<file path="src/verilog/fepc_pkg.sv">
package fepc_pkg;
    // Command codes
    localparam logic [7:0] CMD_CHIP_ERASE = 8'h20;
    localparam logic [7:0] CMD_BLOCK_ERASE = 8'h22;
    localparam logic [7:0] CMD_PROGRAM = 8'h40;
    // Status codes
    localparam logic [7:0] ST_ACK = 8'h06;
    localparam logic [7:0] ST_PARAM_ERR = 8'h05;
    localparam logic [7:0] ST_CSUM_ERR = 8'h07;
    localparam logic [7:0] ST_PROTECT_ERR = 8'h10;
    localparam logic [7:0] ST_NACK = 8'h15;
    localparam logic [7:0] ST_MARGIN_A = 8'h1A;
    localparam logic [7:0] ST_MARGIN_B = 8'h1B;
    localparam logic [7:0] ST_WRITE_ERR = 8'h1C;
    // Flash geometry
    localparam int ADDR_W = 24;
    localparam int BLOCK_BITS = 10;
    localparam logic [23:0] FLASH_LAST = 24'h03FFFF;
    localparam logic [23:0] BOOT_LAST = 24'h000FFF;
    localparam logic [9:0] BLOCK_OFS_ONES = 10'h3FF;
    // Frame checks
    localparam int MAX_DATA_LEN = 256;
    // Flash operation result encoding
    localparam logic [1:0] FRES_OK = 2'h0;
    localparam logic [1:0] FRES_MARGIN_A = 2'h1;
    localparam logic [1:0] FRES_MARGIN_B = 2'h2;
    localparam logic [1:0] FRES_WRITE = 2'h3;
    // Operation kinds to the flash engine
    localparam logic [1:0] OP_ERASE_CHIP = 2'h0;
    localparam logic [1:0] OP_ERASE_RANGE = 2'h1;
    localparam logic [1:0] OP_WRITE = 2'h2;
    localparam logic [1:0] OP_VERIFY = 2'h3;
endpackage : fepc_pkg

</file>
<file path="src/verilog/fepc_range_check.sv">
`timescale 1ns/1ps
`default_nettype none
module fepc_range_check (
    // Range
    input wire logic [23:0] startAddr,
    input wire logic [23:0] endAddr,
    input wire logic checkOrder,
    // Security
    input wire logic protectAll,
    input wire logic protectBoot,
    // Result
    output logic paramBad,
    output logic protectBad
);
    always_comb begin
        paramBad = (endAddr > fepc_pkg::FLASH_LAST)
            || (startAddr[fepc_pkg::BLOCK_BITS-1:0] != '0)
            || (endAddr[fepc_pkg::BLOCK_BITS-1:0] != fepc_pkg::BLOCK_OFS_ONES)
            || (checkOrder && (startAddr > endAddr));
        protectBad = protectAll
            || (protectBoot && (startAddr <= fepc_pkg::BOOT_LAST));
    end
endmodule : fepc_range_check
`default_nettype wire

</file>
<file path="src/verilog/fepc_cmd_engine.sv">
`timescale 1ns/1ps
`default_nettype none
// What this block does
// - Successful erase answers with acknowledge status.
// - Well-formed command frame with bad checksum answers checksum error.
// - Malformed command frame (bad length, no end marker) answers negative acknowledge.
// - Protected chip erase answers protect error.
// - Internal erase failure answers a margin or write failure code.
// - Block erase beyond flash or misaligned answers parameter error.
// - Protected block erase or boot block in range answers protect error.
// - Each data frame of a programming run answers a status frame with two status bytes.
// - Program range outside flash, misaligned or reversed answers parameter error.
module fepc_cmd_engine (
    // Clock and reset
    input wire logic clk,
    input wire logic rst_b,
    // Decoded command frame
    input wire logic cmdValid,
    input wire logic [7:0] cmdCode,
    input wire logic [23:0] cmdStart,
    input wire logic [23:0] cmdEnd,
    input wire logic cmdCsumOk,
    input wire logic cmdFormOk,
    // Decoded data frame
    input wire logic dataValid,
    input wire logic dataLast,
    input wire logic dataCsumOk,
    input wire logic dataFormOk,
    // Security settings
    input wire logic protectErase,
    input wire logic protectWrite,
    input wire logic protectBoot,
    // Flash engine
    output logic flashStart,
    output logic [1:0] flashOp,
    input wire logic flashDone,
    input wire logic [1:0] flashResult,
    // Status frame out
    output logic statusValid,
    output logic statusTwo,
    output logic [7:0] firstStatusByte,
    output logic [7:0] secondStatusByte
);
    // Programming loop and erase each move one bit per step, except the FEPC_WRITE to FEPC_IDLE exit on a write failure
    typedef enum logic [2:0] {
        FEPC_IDLE = 3'b000,
        FEPC_DATA = 3'b001,
        FEPC_WRITE = 3'b011,
        FEPC_VERIFY = 3'b010,
        FEPC_ERASE = 3'b100
    } fepc_state_e;

    fepc_state_e stateReg, stateNext;
    logic [7:0] byteOneReg, byteOneNext;
    logic [7:0] byteTwoReg, byteTwoNext;
    logic statusValidReg, statusValidNext;
    logic statusTwoReg, statusTwoNext;
    logic flashStartReg, flashStartNext;
    logic [1:0] flashOpReg, flashOpNext;
    logic lastReg, lastNext;
    logic paramBad, protectBad, protectSel, orderSel;

    function automatic logic [7:0] failCode(input logic [1:0] res);
        unique case (res)
            fepc_pkg::FRES_OK: failCode = fepc_pkg::ST_ACK;
            fepc_pkg::FRES_MARGIN_A: failCode = fepc_pkg::ST_MARGIN_A;
            fepc_pkg::FRES_MARGIN_B: failCode = fepc_pkg::ST_MARGIN_B;
            fepc_pkg::FRES_WRITE: failCode = fepc_pkg::ST_WRITE_ERR;
        endcase
    endfunction : failCode

    assign orderSel = (cmdCode == fepc_pkg::CMD_PROGRAM);
    assign protectSel = orderSel ? protectWrite : protectErase;

    fepc_range_check rangeCheck (
        .startAddr(cmdStart),
        .endAddr(cmdEnd),
        .checkOrder(orderSel),
        .protectAll(protectSel),
        .protectBoot(protectBoot),
        .paramBad(paramBad),
        .protectBad(protectBad)
    );

    always_comb begin
        stateNext = stateReg;
        byteOneNext = byteOneReg;
        byteTwoNext = byteTwoReg;
        statusValidNext = 1'b0;
        statusTwoNext = statusTwoReg;
        flashStartNext = 1'b0;
        flashOpNext = flashOpReg;
        lastNext = lastReg;
        unique case (stateReg)
            FEPC_IDLE: begin
                if (cmdValid) begin
                    statusTwoNext = 1'b0;
                    statusValidNext = 1'b1;
                    if (!cmdFormOk) begin
                        byteOneNext = fepc_pkg::ST_NACK;
                    end else if (!cmdCsumOk) begin
                        byteOneNext = fepc_pkg::ST_CSUM_ERR;
                    end else if (cmdCode == fepc_pkg::CMD_CHIP_ERASE) begin
                        if (protectErase || protectBoot) begin
                            byteOneNext = fepc_pkg::ST_PROTECT_ERR;
                        end else begin
                            statusValidNext = 1'b0;
                            flashStartNext = 1'b1;
                            flashOpNext = fepc_pkg::OP_ERASE_CHIP;
                            stateNext = FEPC_ERASE;
                        end
                    end else if (cmdCode == fepc_pkg::CMD_BLOCK_ERASE
                            || cmdCode == fepc_pkg::CMD_PROGRAM) begin
                        if (paramBad) begin
                            byteOneNext = fepc_pkg::ST_PARAM_ERR;
                        end else if (protectBad) begin
                            byteOneNext = fepc_pkg::ST_PROTECT_ERR;
                        end else if (orderSel) begin
                            byteOneNext = fepc_pkg::ST_ACK;
                            stateNext = FEPC_DATA;
                        end else begin
                            statusValidNext = 1'b0;
                            flashStartNext = 1'b1;
                            flashOpNext = fepc_pkg::OP_ERASE_RANGE;
                            stateNext = FEPC_ERASE;
                        end
                    end else begin
                        byteOneNext = fepc_pkg::ST_NACK;
                    end
                end
            end
            FEPC_ERASE: begin
                if (flashDone) begin
                    byteOneNext = failCode(flashResult);
                    statusValidNext = 1'b1;
                    stateNext = FEPC_IDLE;
                end
            end
            FEPC_DATA: begin
                if (dataValid) begin
                    statusTwoNext = 1'b1;
                    if (!dataFormOk || !dataCsumOk) begin
                        // Frame faults go in the first byte and abandon the write
                        byteOneNext = dataFormOk ? fepc_pkg::ST_CSUM_ERR : fepc_pkg::ST_NACK;
                        byteTwoNext = fepc_pkg::ST_NACK;
                        statusValidNext = 1'b1;
                        stateNext = FEPC_IDLE;
                    end else begin
                        lastNext = dataLast;
                        flashStartNext = 1'b1;
                        flashOpNext = fepc_pkg::OP_WRITE;
                        stateNext = FEPC_WRITE;
                    end
                end
            end
            FEPC_WRITE: begin
                if (flashDone) begin
                    byteOneNext = fepc_pkg::ST_ACK;
                    byteTwoNext = failCode(flashResult);
                    statusValidNext = 1'b1;
                    if (flashResult != fepc_pkg::FRES_OK) begin
                        stateNext = FEPC_IDLE;
                    end else if (lastReg) begin
                        flashStartNext = 1'b1;
                        flashOpNext = fepc_pkg::OP_VERIFY;
                        stateNext = FEPC_VERIFY;
                    end else begin
                        stateNext = FEPC_DATA;
                    end
                end
            end
            FEPC_VERIFY: begin
                if (flashDone) begin
                    statusTwoNext = 1'b0;
                    byteOneNext = failCode(flashResult);
                    statusValidNext = 1'b1;
                    stateNext = FEPC_IDLE;
                end
            end
            default: stateNext = FEPC_IDLE;
        endcase
    end

    always_ff @(posedge clk or negedge rst_b) begin
        if (!rst_b) begin
            stateReg <= FEPC_IDLE;
            byteOneReg <= 8'h00;
            byteTwoReg <= 8'h00;
            statusValidReg <= 1'b0;
            statusTwoReg <= 1'b0;
            flashStartReg <= 1'b0;
            flashOpReg <= 2'h0;
            lastReg <= 1'b0;
        end else begin
            stateReg <= stateNext;
            byteOneReg <= byteOneNext;
            byteTwoReg <= byteTwoNext;
            statusValidReg <= statusValidNext;
            statusTwoReg <= statusTwoNext;
            flashStartReg <= flashStartNext;
            flashOpReg <= flashOpNext;
            lastReg <= lastNext;
        end
    end

    assign statusValid = statusValidReg;
    assign statusTwo = statusTwoReg;
    assign firstStatusByte = byteOneReg;
    assign secondStatusByte = byteTwoReg;
    assign flashStart = flashStartReg;
    assign flashOp = flashOpReg;
endmodule : fepc_cmd_engine
`default_nettype wire

</file>
<file path="config.mk">
export PLATFORM = sky130hd
export DESIGN_NAME = fepc_cmd_engine
export DESIGN_NICKNAME = d
export VERILOG_FILES = /design/src/verilog/fepc_pkg.sv /design/src/verilog/fepc_range_check.sv /design/src/verilog/fepc_cmd_engine.sv
export SDC_FILE = /design/constraint.sdc
export NUM_CORES = 1
export LEC_CHECK = 0
export ABC_AREA = 1
export BUFFER_PORTS_ARGS = -buffer_cell sky130_fd_sc_hd__buf_4
export CORE_ASPECT_RATIO = 0.8
export CORE_UTILIZATION = 40
export CTS_BUF_LIST = sky130_fd_sc_hd__clkbuf_8
export DETAILED_ROUTE_END_ITERATION = 8
export PLACE_DENSITY = 0.72
export SKIP_LAST_GASP = 1
export SLEW_MARGIN = 10
export SYNTH_ARGS = -nofsm -noshare
export SYNTH_HDL_FRONTEND = slang
export SYNTH_SLANG_ARGS = --single-unit
</file>
<file path="constraint.sdc">
create_clock -name clk -period 1.42 [get_ports clk]
set_input_delay 0.142 -clock clk [delete_from_list [all_inputs] [get_ports clk]]
set_output_delay 0.142 -clock clk [all_outputs]
set_load 0.03 [all_outputs]
</file>
==> results of run 1 <==
==> worst paths after layout <==
check	startpoint	end	slack [ns]	depth (start not counted)
worst max-delay path	stateReg[0]	firstStatusByte[4]	-0.22	11
worst min-delay path	dataLast	lastReg	0.09	3
worst max register to register	stateReg[0]	firstStatusByte[4]	-0.22	11
worst min register to register	flashOp[1]	flashOp[1]	0.48	2
max in group asynchronous	rst_b	firstStatusByte[3]	0.92	2
min in group asynchronous	rst_b	secondStatusByte[3]	0.29	2
==> kinds of logic (layout without fill, tap and decap cells) <==
logic type | Yosys count | after routing | synth area share, %
AOI/OAI and AO/OA | 35 | 35 | 10.2
adders and majority gates | 28 | 28 | 15.3
buffers and inverters | 68 | 201 | 12.5
DFF | 19 | 19 | 20.8
muxes | 2 | 2 | 0.986
other | 1 | 6 | 0.164
and+or+nand+nor | 185 | 185 | 40.0
==> per-layer routing <==
metal / track usage, % / share of wire [%] / vias to the layer above
li1: - / - / 1353
met1: 31.8 / 47 / 1151
met2: 38.3 / 47 / 77
met3: 3.21 / 5.1 / 9
met4: 3.33 / 1.4 / 0
met5: 0 / 0 / -
==> through the flow <==
stage                     util, %  hold slack [ns]  area, µm²
after global placement       65.8           0.0265       3590
final                        68.6           0.0917       3750
after global routing         68.6            0.125       3750
after CTS                    68.0           0.0863       3720
after floorplan                 -           -0.154       2570
after detailed placement     65.8           0.0309       3590
==> power breakdown <==
group,leakage [µW],internal (µW),switching [µW]
logic,0.00166,349,364
registers,0.000241,563,14.9
clock network,0.0000255,195,185
==> synth_stat cells, drive strengths merged (2+ instances only) <==
cell type  number  area, µm²
a21o            2       15.0
a21oi          12       63.8
a31oi           3       18.8
buf             6       45.0
dfrtp          19        475
ha             28        350
inv            62        240
mux2            2       22.5
nand2          88        350
nand3          20        110
nand4           9       77.6
nor2           52        256
nor3            8       67.6
nor4            3       18.8
o21ai          12       75.1
or2             3       18.8
==> critical path, delay by kind of cell (launching register included) <==
| kind | cells | cell delay, ns |
|---|---|---|
| flops | 1 | 0.41 |
| simple gates | 8 | 0.87 |
| buf+inv | 3 | 0.27 |
==> timing repair <==
action                                 CTS  global route
buffers inserted                         4             1
setup endpoints to repair               19            19
resized for setup                        9            10
pin swaps                                5             3
hold buffers                             1             0
endpoints found under the hold margin   19             0
==> cell type report <==
class	instances	share of cell area (%)
clock buffers	3	1.10
clock inverters	1	0.134
inverters	62	7.48
multi-input cells	256	48.8
flip-flops and latches	19	12.7
well taps	78	2.60
repair buffers	135	27.2
==> sequential cells by signal, summed over array words and instances (netlist names) <==
name	flops
firstStatusByte	5
secondStatusByte	5
stateReg	3
flashOp	2
flashStart	1
lastReg	1
statusTwo	1
statusValid	1
==> impl_metrics.csv, run 1 <==
group,metric,value,unit
detailed_routing,drcViolationCount,0,
global_routing,grt_pass1_wl,11.1,mm
placed_design,place.gp.congestion,0.907,
cts,tritoncts,"built",
die,chipWidth,86.5,µm
die,dieHeight,69.6,µm
cts,cts_made_buffers,3,
die,initial_core_util,41.8,%
pwr,powerDensity,446,nW/µm²
critical_path,crit_required,1.61,ns
global_routing,antenna_found_initial,0,
cells_and_area,num-fill-cells,470,
logic_synthesis,ys_seq_area_share,20.8,%
pwr,power,1670,µW
sta,setup_tns,-3.05,ns
cells_and_area,diodes,0,
global_routing,grt_pass1_vias,2482,
cts,path_clk_slew,0.07,ns
global_routing,grt_max_degree,20,
logic_synthesis,synth_cells,338,
worst_hold_path,hold_path_class,"in -> reg",
detailed_routing,wirelength,6.57,mm
cts,cts_max_level,1,
placed_design,io_buffer_count,85,
die,rows,24,
global_routing,track_usage,22.8,%
cts,clockBufferDepth,2,
sta,rsz0062_at_grt,"true",
cells_and_area,layout_common_cells,"buf_4, nand2_1, inv_1",
sta,period_minus_slack,1.64,ns
detailed_routing,vias,2590,
logic_synthesis,synth_edf_count,0,
pwr,ir_worst_vdd,0.336,mV
cells_and_area,finalNonFillerCells,554,
logic_synthesis,ys_ff_latch,19,
critical_path,crit_path_top_delay_cell,"dfrtp_1",
job,cap_violations,0,
outcome,violations,"negative setup slack",
sta,finalHoldViolations,0,
critical_path,startpoint_type,"flop",
logic_synthesis,synth_area_per_cell,6.76,µm²
sta,slew_violations,0,
logic_synthesis,synth_cell_types,42,
cells_and_area,layout-drive-gt1-share,49.2,%
cells_and_area,multi_input_area,1830,µm²
cells_and_area,layout.nets,576,
sta,setup_viol,18,
outcome,status,"complete, but fails checks",
critical_path,crit_chain,"inv_2, nor2_4, inv_6, nor2_4, inv_2, nor2_4, nor3_2, nand4_2, nor2_2, nand3_1, nand2_1",
sta,worst_slack,-0.217,ns
placed_design,dp.cells,544,
die,placeableCoreArea,5470,µm²
detailed_routing,drt-initial-drc-count,158,
cells_and_area,final_common_cell,"buf_4",
cts,clock_latency,0.26,ns
critical_path,arrival,1.83,ns
cells_and_area,area_growth,64.1,%
pwr,p_leak,0.00193,µW
detailed_routing,drtPass1Iterations,4,
detailed_routing,final_antenna_net_count,0,
detailed_routing,via_per_inst,4.68,
die,dieArea,6020,µm²
logic_synthesis,synth_ff_type,"dfrtp_1",
sta,period_share,115,%
cts,ctsRootBufferMaster,"clkbuf_8",
critical_path,crit_type,"reg -> reg",
logic_synthesis,netlist_area,2280,µm²
cts,cts_sinks,19,
detailed_routing,wl_per_cell,11.9,µm
placed_design,pre_cts_slack,-0.438,ns
cells_and_area,seq_area,475,µm²
critical_path,slowest_delay,0.41,ns
critical_path,worst_setup_path_end_kind,"flop",
global_routing,globalRoute.totalOverflow,0,
critical_path,cp_max_fo,5,
placed_design,hpwlAfterDp,5.57,mm
logic_synthesis,async_flop_share,100,%
critical_path,cpMostUsedCell,"nor2_4",
sta,finClkSkew,0.00435,ns
sta,fmax,611,MHz
die,ios,92,
logic_synthesis,yosys_warnings,0,
Power figures use the tool's default switching activity.
==> run 2: changes to the inputs <==
--- a/config.mk
+++ b/config.mk
@@ -5,15 +5,14 @@
 export SDC_FILE = /design/constraint.sdc
 export NUM_CORES = 1
 export LEC_CHECK = 0
-export ABC_AREA = 1
 export BUFFER_PORTS_ARGS = -buffer_cell sky130_fd_sc_hd__buf_4
 export CORE_ASPECT_RATIO = 0.8
 export CORE_UTILIZATION = 40
 export CTS_BUF_LIST = sky130_fd_sc_hd__clkbuf_8
 export DETAILED_ROUTE_END_ITERATION = 8
-export PLACE_DENSITY = 0.72
+export PLACE_DENSITY = 0.73
 export SKIP_LAST_GASP = 1
-export SLEW_MARGIN = 10
 export SYNTH_ARGS = -nofsm -noshare
 export SYNTH_HDL_FRONTEND = slang
+export SYNTH_HIERARCHICAL = 1
 export SYNTH_SLANG_ARGS = --single-unit
==> run 2 against run 1 <==
- the flow still finishes with violations (negative setup slack)
- design area rose by 3.2%
- area after synthesis fell by 6.4%
- worst hold slack improved by 0.0080 ns
- count of clock-buffer cells in the layout did not move
- utilization rose by 7.8 points
- register-to-register slack got worse by 0.22 ns
- first-iteration DRC count fell by 21%
- non-clock buffer count rose by 26
- wire length rose by 16%
- sequential share of layout area fell by 0.29 points
- critical endpoint is now firstStatusByte[3]
- largest cell class unchanged
==> impl_metrics.csv, run 2 <==
group,metric,value,unit
outcome,status,"complete, but fails checks",
outcome,violations,"negative setup slack",
cells_and_area,final_common_cell,"buf_4",
sta,period_share,181,%
logic_synthesis,yosys_warnings,6,
critical_path,crit_required,1.57,ns
cells_and_area,layout-drive-gt1-share,55.9,%
logic_synthesis,async_flop_share,100,%
cts,clockBufferDepth,2,
logic_synthesis,synthAdderAreaFrac,15.8,%
global_routing,track_usage,26.3,%
logic_synthesis,synth_cell_types,54,
cts,clock_latency,0.27,ns
cts,cts_sinks,19,
logic_synthesis,synth_cells,267,
pwr,powerDensity,433,nW/µm²
logic_synthesis,ys_top_cells_by_count,"inv_1, ha_1, dfrtp_1, nand2_1, nor2_1",
logic_synthesis,synth_edf_count,0,
cts,tritoncts,"built",
global_routing,grt_pass1_vias,2549,
critical_path,arrival,2.71,ns
logic_synthesis,synthXorXnorAreaFrac,0.819,%
cells_and_area,num-fill-cells,359,
cells_and_area,finalNonFillerCells,484,
logic_synthesis,yosysMostFrequentCell,"inv_1",
sta,period_minus_slack,2.56,ns
global_routing,grt_pass1_wl,11.9,mm
logic_synthesis,yosysTopAreaCell,"dfrtp_1",
cells_and_area,layout.nets,521,
logic_synthesis,netlist_area,2140,µm²
pwr,p_leak,0.00187,µW
sta,setup_viol,13,
worst_hold_path,hold_path_class,"in -> reg",
die,ios,92,
sta,rsz0062_at_grt,"true",
sta,worst_slack,-1.14,ns
cells_and_area,area_growth,80.8,%
pwr,ir_worst_vdd,0.398,mV
detailed_routing,wl_per_cell,15.7,µm
critical_path,cp_max_fo,6,
logic_synthesis,synth_top_family_by_area,"simple AND/OR/NAND/NOR gates",
placed_design,dp.cells,468,
placed_design,pre_cts_slack,-1.51,ns
die,rows,23,
sta,slew_violations,0,
cells_and_area,layout_common_cells,"buf_4, inv_1, nand2_1, buf_6, dfrtp_1",
detailed_routing,final_antenna_net_count,0,
detailed_routing,wirelength,7.62,mm
critical_path,worst_setup_path_end_kind,"flop",
sta,finalHoldViolations,0,
logic_synthesis,synth-simple-area-share,25.3,%
sta,setup_tns,-10.63,ns
global_routing,antenna_found_initial,0,
cts,cts_max_level,1,
critical_path,crit_type,"in -> reg",
die,dieArea,5650,µm²
cts,path_clk_slew,0.08,ns
logic_synthesis,netlist_top_cells_area,"dfrtp_1, ha_1, inv_1",
sta,hold_ws,0.0997,ns
sta,fmax,390,MHz
job,cap_violations,0,
detailed_routing,vias,2606,
detailed_routing,drtPass1Iterations,4,
global_routing,globalRoute.totalOverflow,0,
placed_design,io_buffer_count,85,
logic_synthesis,synthMuxAreaShare,6.84,%
die,chipWidth,83.8,µm
cts,cts_made_buffers,3,
logic_synthesis,synth_area_per_cell,8.01,µm²
cells_and_area,finish.utilization,76.4,%
cells_and_area,diodes,0,
logic_synthesis,ys_ff_latch,19,
sta,finClkSkew,0.00730,ns
detailed_routing,drcViolationCount,0,
cts,ctsRootBufferMaster,"clkbuf_8",
placed_design,hpwlAfterDp,5.86,mm
die,placeableCoreArea,5060,µm²
global_routing,grt_max_degree,20,
logic_synthesis,yosysTopAreaCellShare,22.2,%
detailed_routing,via_per_inst,5.38,
logic_synthesis,ys_seq_area_share,22.2,%
critical_path,startpoint_type,"primary input",
detailed_routing,drt-initial-drc-count,125,
placed_design,place.gp.congestion,0.884,
logic_synthesis,synth_compound_area_share,19.5,%
die,dieHeight,67.4,µm
die,initial_core_util,42.2,%
logic_synthesis,synth_ff_type,"dfrtp_1",
-- run 2: worst paths after layout --
path | cells after the start | to | slack [ns] | start
hold / removal | 2 | lastReg | 0.1 | dataLast
setup / recovery | 11 | firstStatusByte[3] | -1.14 | cmdEnd[20]
min in group asynchronous | 2 | secondStatusByte[1] | 0.28 | rst_b
hold reg to reg | 2 | secondStatusByte[1] | 0.48 | secondStatusByte[1]
setup reg to reg | 5 | firstStatusByte[3] | -0.44 | stateReg[1]
max in group asynchronous | 2 | stateReg[2] | 0.91 | rst_b
-- run 2: timing repair --
action                                  4_1_cts  5_1_grt
endpoints found under the hold margin        19        0
gates cloned                                  0        0
hold buffers                                  1        0
gates resized for setup                      44       34
setup buffers                                 8        4
pin swaps                                    13        5
endpoints found under the setup margin       18       18
-- run 2: layer usage --
layer | share of wire (%) | vias to the layer above | GRT usage (%)
li1 | - | 1274 | -
met1 | 46 | 1252 | 35.2
met2 | 48 | 71 | 46.0
met3 | 5.0 | 9 | 4.65
met4 | 0.85 | 0 | 3.60
met5 | 0 | - | 0
-- run 2: worst max-delay path, stage by stage --
cell	delay, ns
buf_4	0.12
buf_4	0.12
nor4_1	0.38
nand4_1	0.15
nor4_1	0.33
buf_4	0.17
o21ai_2	0.05
o32a_1	0.18
or3_4	0.33
a311o_2	0.41
mux2_4	0.32
-- run 2: kinds of logic after synthesis --
logic type | after synthesis
fa+ha+maj | 27
compound gates | 62
xor+xnor | 2
mux | 12
simple gates | 99
other cells | 1
buf+inv | 45
flops | 19
-- run 2: where the power goes --
part | internal, µW | switching (µW) | total (µW)
clock network | 196 | 196 | 392
logic | 384 | 336 | 720
registers | 553 | 8.75 | 561
-- run 2: cell type report --
| cell class | count | area [µm²] | area share [%] |
|---|---|---|---|
| clock buffers | 3 | 41.3 | 1.07 |
| clock inverters | 1 | 5.00 | 0.129 |
| inverters | 30 | 138 | 3.56 |
| multi-input cells | 208 | 1840 | 47.7 |
| flip-flops and latches | 19 | 479 | 12.4 |
| well taps | 62 | 77.6 | 2.01 |
| repair buffers | 161 | 1280 | 33.2 |
-- run 2: per-stage QoR --
step,instance area [µm²],power [µW]
after CTS,3710,1650
after global routing,3870,1770
final,3870,1670
after detailed placement,3420,1210
after global placement,3420,1190
after floorplan,2350,873
==> run 3: changes to the inputs <==
==> constraint.sdc (replaced) <==
create_clock -name clk -period 1.42 [get_ports clk]
set_input_delay 0.213 -clock clk [delete_from_list [all_inputs] [get_ports clk]]
set_output_delay 0.213 -clock clk [all_outputs]
set_load 0.03 [all_outputs]
==> run 3 against run 2 <==
- the flow still finishes with violations (negative setup slack)
- via count is 2.8% lower
- sequential share of layout area is 0.18 points higher
- die area stayed put
- total power is 0.19% lower
- design area is 1.7% lower
- register-to-register slack hardly changed
- combinational power is 1% lower
- worst setup slack worse by 0.082 ns
- critical endpoint is now firstStatusByte[0]
- wire length is 4.3% lower
- critical path depth is 2 higher
==> impl_metrics.csv, run 3 (synthesis results as in run 2) <==
group,metric,value,unit
cells_and_area,finish.utilization,75.1,%
detailed_routing,final_antenna_net_count,0,
cts,clock_latency,0.27,ns
critical_path,reg2reg_to,"firstStatusByte[0]",
critical_path,cp_max_fo,5,
cts,cts_made_buffers,3,
detailed_routing,drcViolationCount,0,
worst_hold_path,min_path_cells,2,
global_routing,globalRoute.totalOverflow,0,
die,dieHeight,67.4,µm
critical_path,slowest_delay,0.40,ns
global_routing,grt_pass1_wl,11.5,mm
cells_and_area,diodes,0,
sta,hold_ws,0.177,ns
sta,fmax,378,MHz
cts,clockBufferDepth,2,
worst_hold_path,holdCritStartpoint,"dataLast",
critical_path,crit_path_top_delay_cell,"a311o_2",
sta,setup_tns,-12.21,ns
critical_path,crit_chain,"buf_8, ha_4, nand4_1, buf_4, o221ai_2, o21a_1, a2111oi_2, o21a_1, o21ai_2, o32a_1, or3_4, a311o_2, mux2_4",
critical_path,r2r_slack,-0.45,ns
die,dieArea,5650,µm²
pwr,ir_worst_vdd,0.550,mV
pwr,powerDensity,439,nW/µm²
critical_path,critical_path_buf_inv_count,2,
worst_hold_path,hold_path_class,"in -> reg",
global_routing,grt_max_degree,20,
critical_path,startpoint_type,"primary input",
sta,period_share,186,%
cells_and_area,area_growth,77.7,%
critical_path,arrival,2.80,ns
die,placeableCoreArea,5060,µm²
detailed_routing,drt-initial-drc-count,153,
pwr,p_leak,0.00187,µW
cells_and_area,layout_common_cells,"buf_4, inv_1, dfrtp_1",
critical_path,ff2ff_path_depth,5,
cells_and_area,layout-drive-gt1-share,53.7,%
job,cap_violations,0,
critical_path,crit_family,"compound AO/OA/AOI/OAI gates",
placed_design,place.gp.congestion,0.916,
global_routing,track_usage,25.7,%
critical_path,crit_required,1.57,ns
die,rows,23,
critical_path,rr_startpoint,"stateReg[1]",
sta,period_minus_slack,2.65,ns
cts,tritoncts,"built",
global_routing,grt_pass1_vias,2474,
cells_and_area,layout.nets,522,
detailed_routing,wirelength,7.29,mm
outcome,violations,"negative setup slack",
sta,rsz0062_at_grt,"true",
outcome,status,"complete, but fails checks",
critical_path,crit_type,"in -> reg",
cts,ctsRootBufferMaster,"clkbuf_8",
sta,finClkSkew,0.00483,ns
cells_and_area,final_common_cell,"buf_4",
placed_design,io_buffer_count,85,
die,ios,92,
sta,finalHoldViolations,0,
critical_path,worst_setup_path_end_kind,"flop",
placed_design,hpwlAfterDp,5.84,mm
die,chipWidth,83.8,µm
cells_and_area,num-fill-cells,370,
detailed_routing,vias,2533,
sta,setup_viol,16,
detailed_routing,wl_per_cell,15.0,µm
sta,worst_slack,-1.23,ns
detailed_routing,via_per_inst,5.22,
sta,slew_violations,0,
worst_hold_path,min_to,"lastReg",
cts,cts_max_level,1,
detailed_routing,drtPass1Iterations,4,
critical_path,crit_start,"cmdStart[13]",
cts,cts_sinks,19,
die,initial_core_util,42.2,%
global_routing,antenna_found_initial,0,
cts,path_clk_slew,0.08,ns
critical_path,cpMostUsedCell,"o21a_1",
## run 3: final cells by class
| class | count | area, µm² | share of cell area [%] |
|---|---|---|---|
| multi-input combinational | 208 | 1790 | 47.1 |
| timing repair buffer | 162 | 1280 | 33.6 |
| sequential | 19 | 478 | 12.6 |
| inverter | 30 | 133 | 3.49 |
| tap | 62 | 77.6 | 2.04 |
| clock buffer | 3 | 41.3 | 1.09 |
| clock inverter | 1 | 5.00 | 0.132 |
## run 3: what timing repair did
action,CTS,global route
endpoints found under the setup margin,17,17
hold endpoints to repair,19,0
pin swaps,11,5
resized for setup,31,28
hold buffers,1,0
buffers inserted,3,5
## run 3: stage by stage
stage          instances  power (µW)  area, µm²  setup slack (ns)
2_1_floorplan        272         873       2350             -1.22
3_3_place_gp         472        1200       3450             -1.50
3_5_place_dp         472        1220       3450             -1.55
4_1_cts              480        1660       3680             -1.22
5_1_grt              485        1770       3800             -1.33
6_report             485        1670       3800             -1.23
## run 3: worst max-delay path by stage
stage	endpoint	slack (ns)	depth (start not counted)
2_1_floorplan	firstStatusByte[0]	-1.22	12
3_3_place_gp	firstStatusByte[3]	-1.50	12
3_5_place_dp	firstStatusByte[3]	-1.55	14
4_1_cts	firstStatusByte[0]	-1.22	13
5_1_grt	firstStatusByte[1]	-1.33	14
6_report	firstStatusByte[0]	-1.23	13
## run 3: power breakdown
| part | switching (µW) | total (µW) | internal [µW] |
|---|---|---|---|
| registers | 7.83 | 560 | 552 |
| logic | 327 | 711 | 384 |
| clock network | 202 | 398 | 196 |
## run 3: routing by layer
layer,up-vias,track usage (%),wire length (µm)
met1,1189,35.2,3480
met5,-,0,0
li1,1276,-,-
met2,60,43.7,3500
met3,8,3.42,245
met4,0,5.30,72
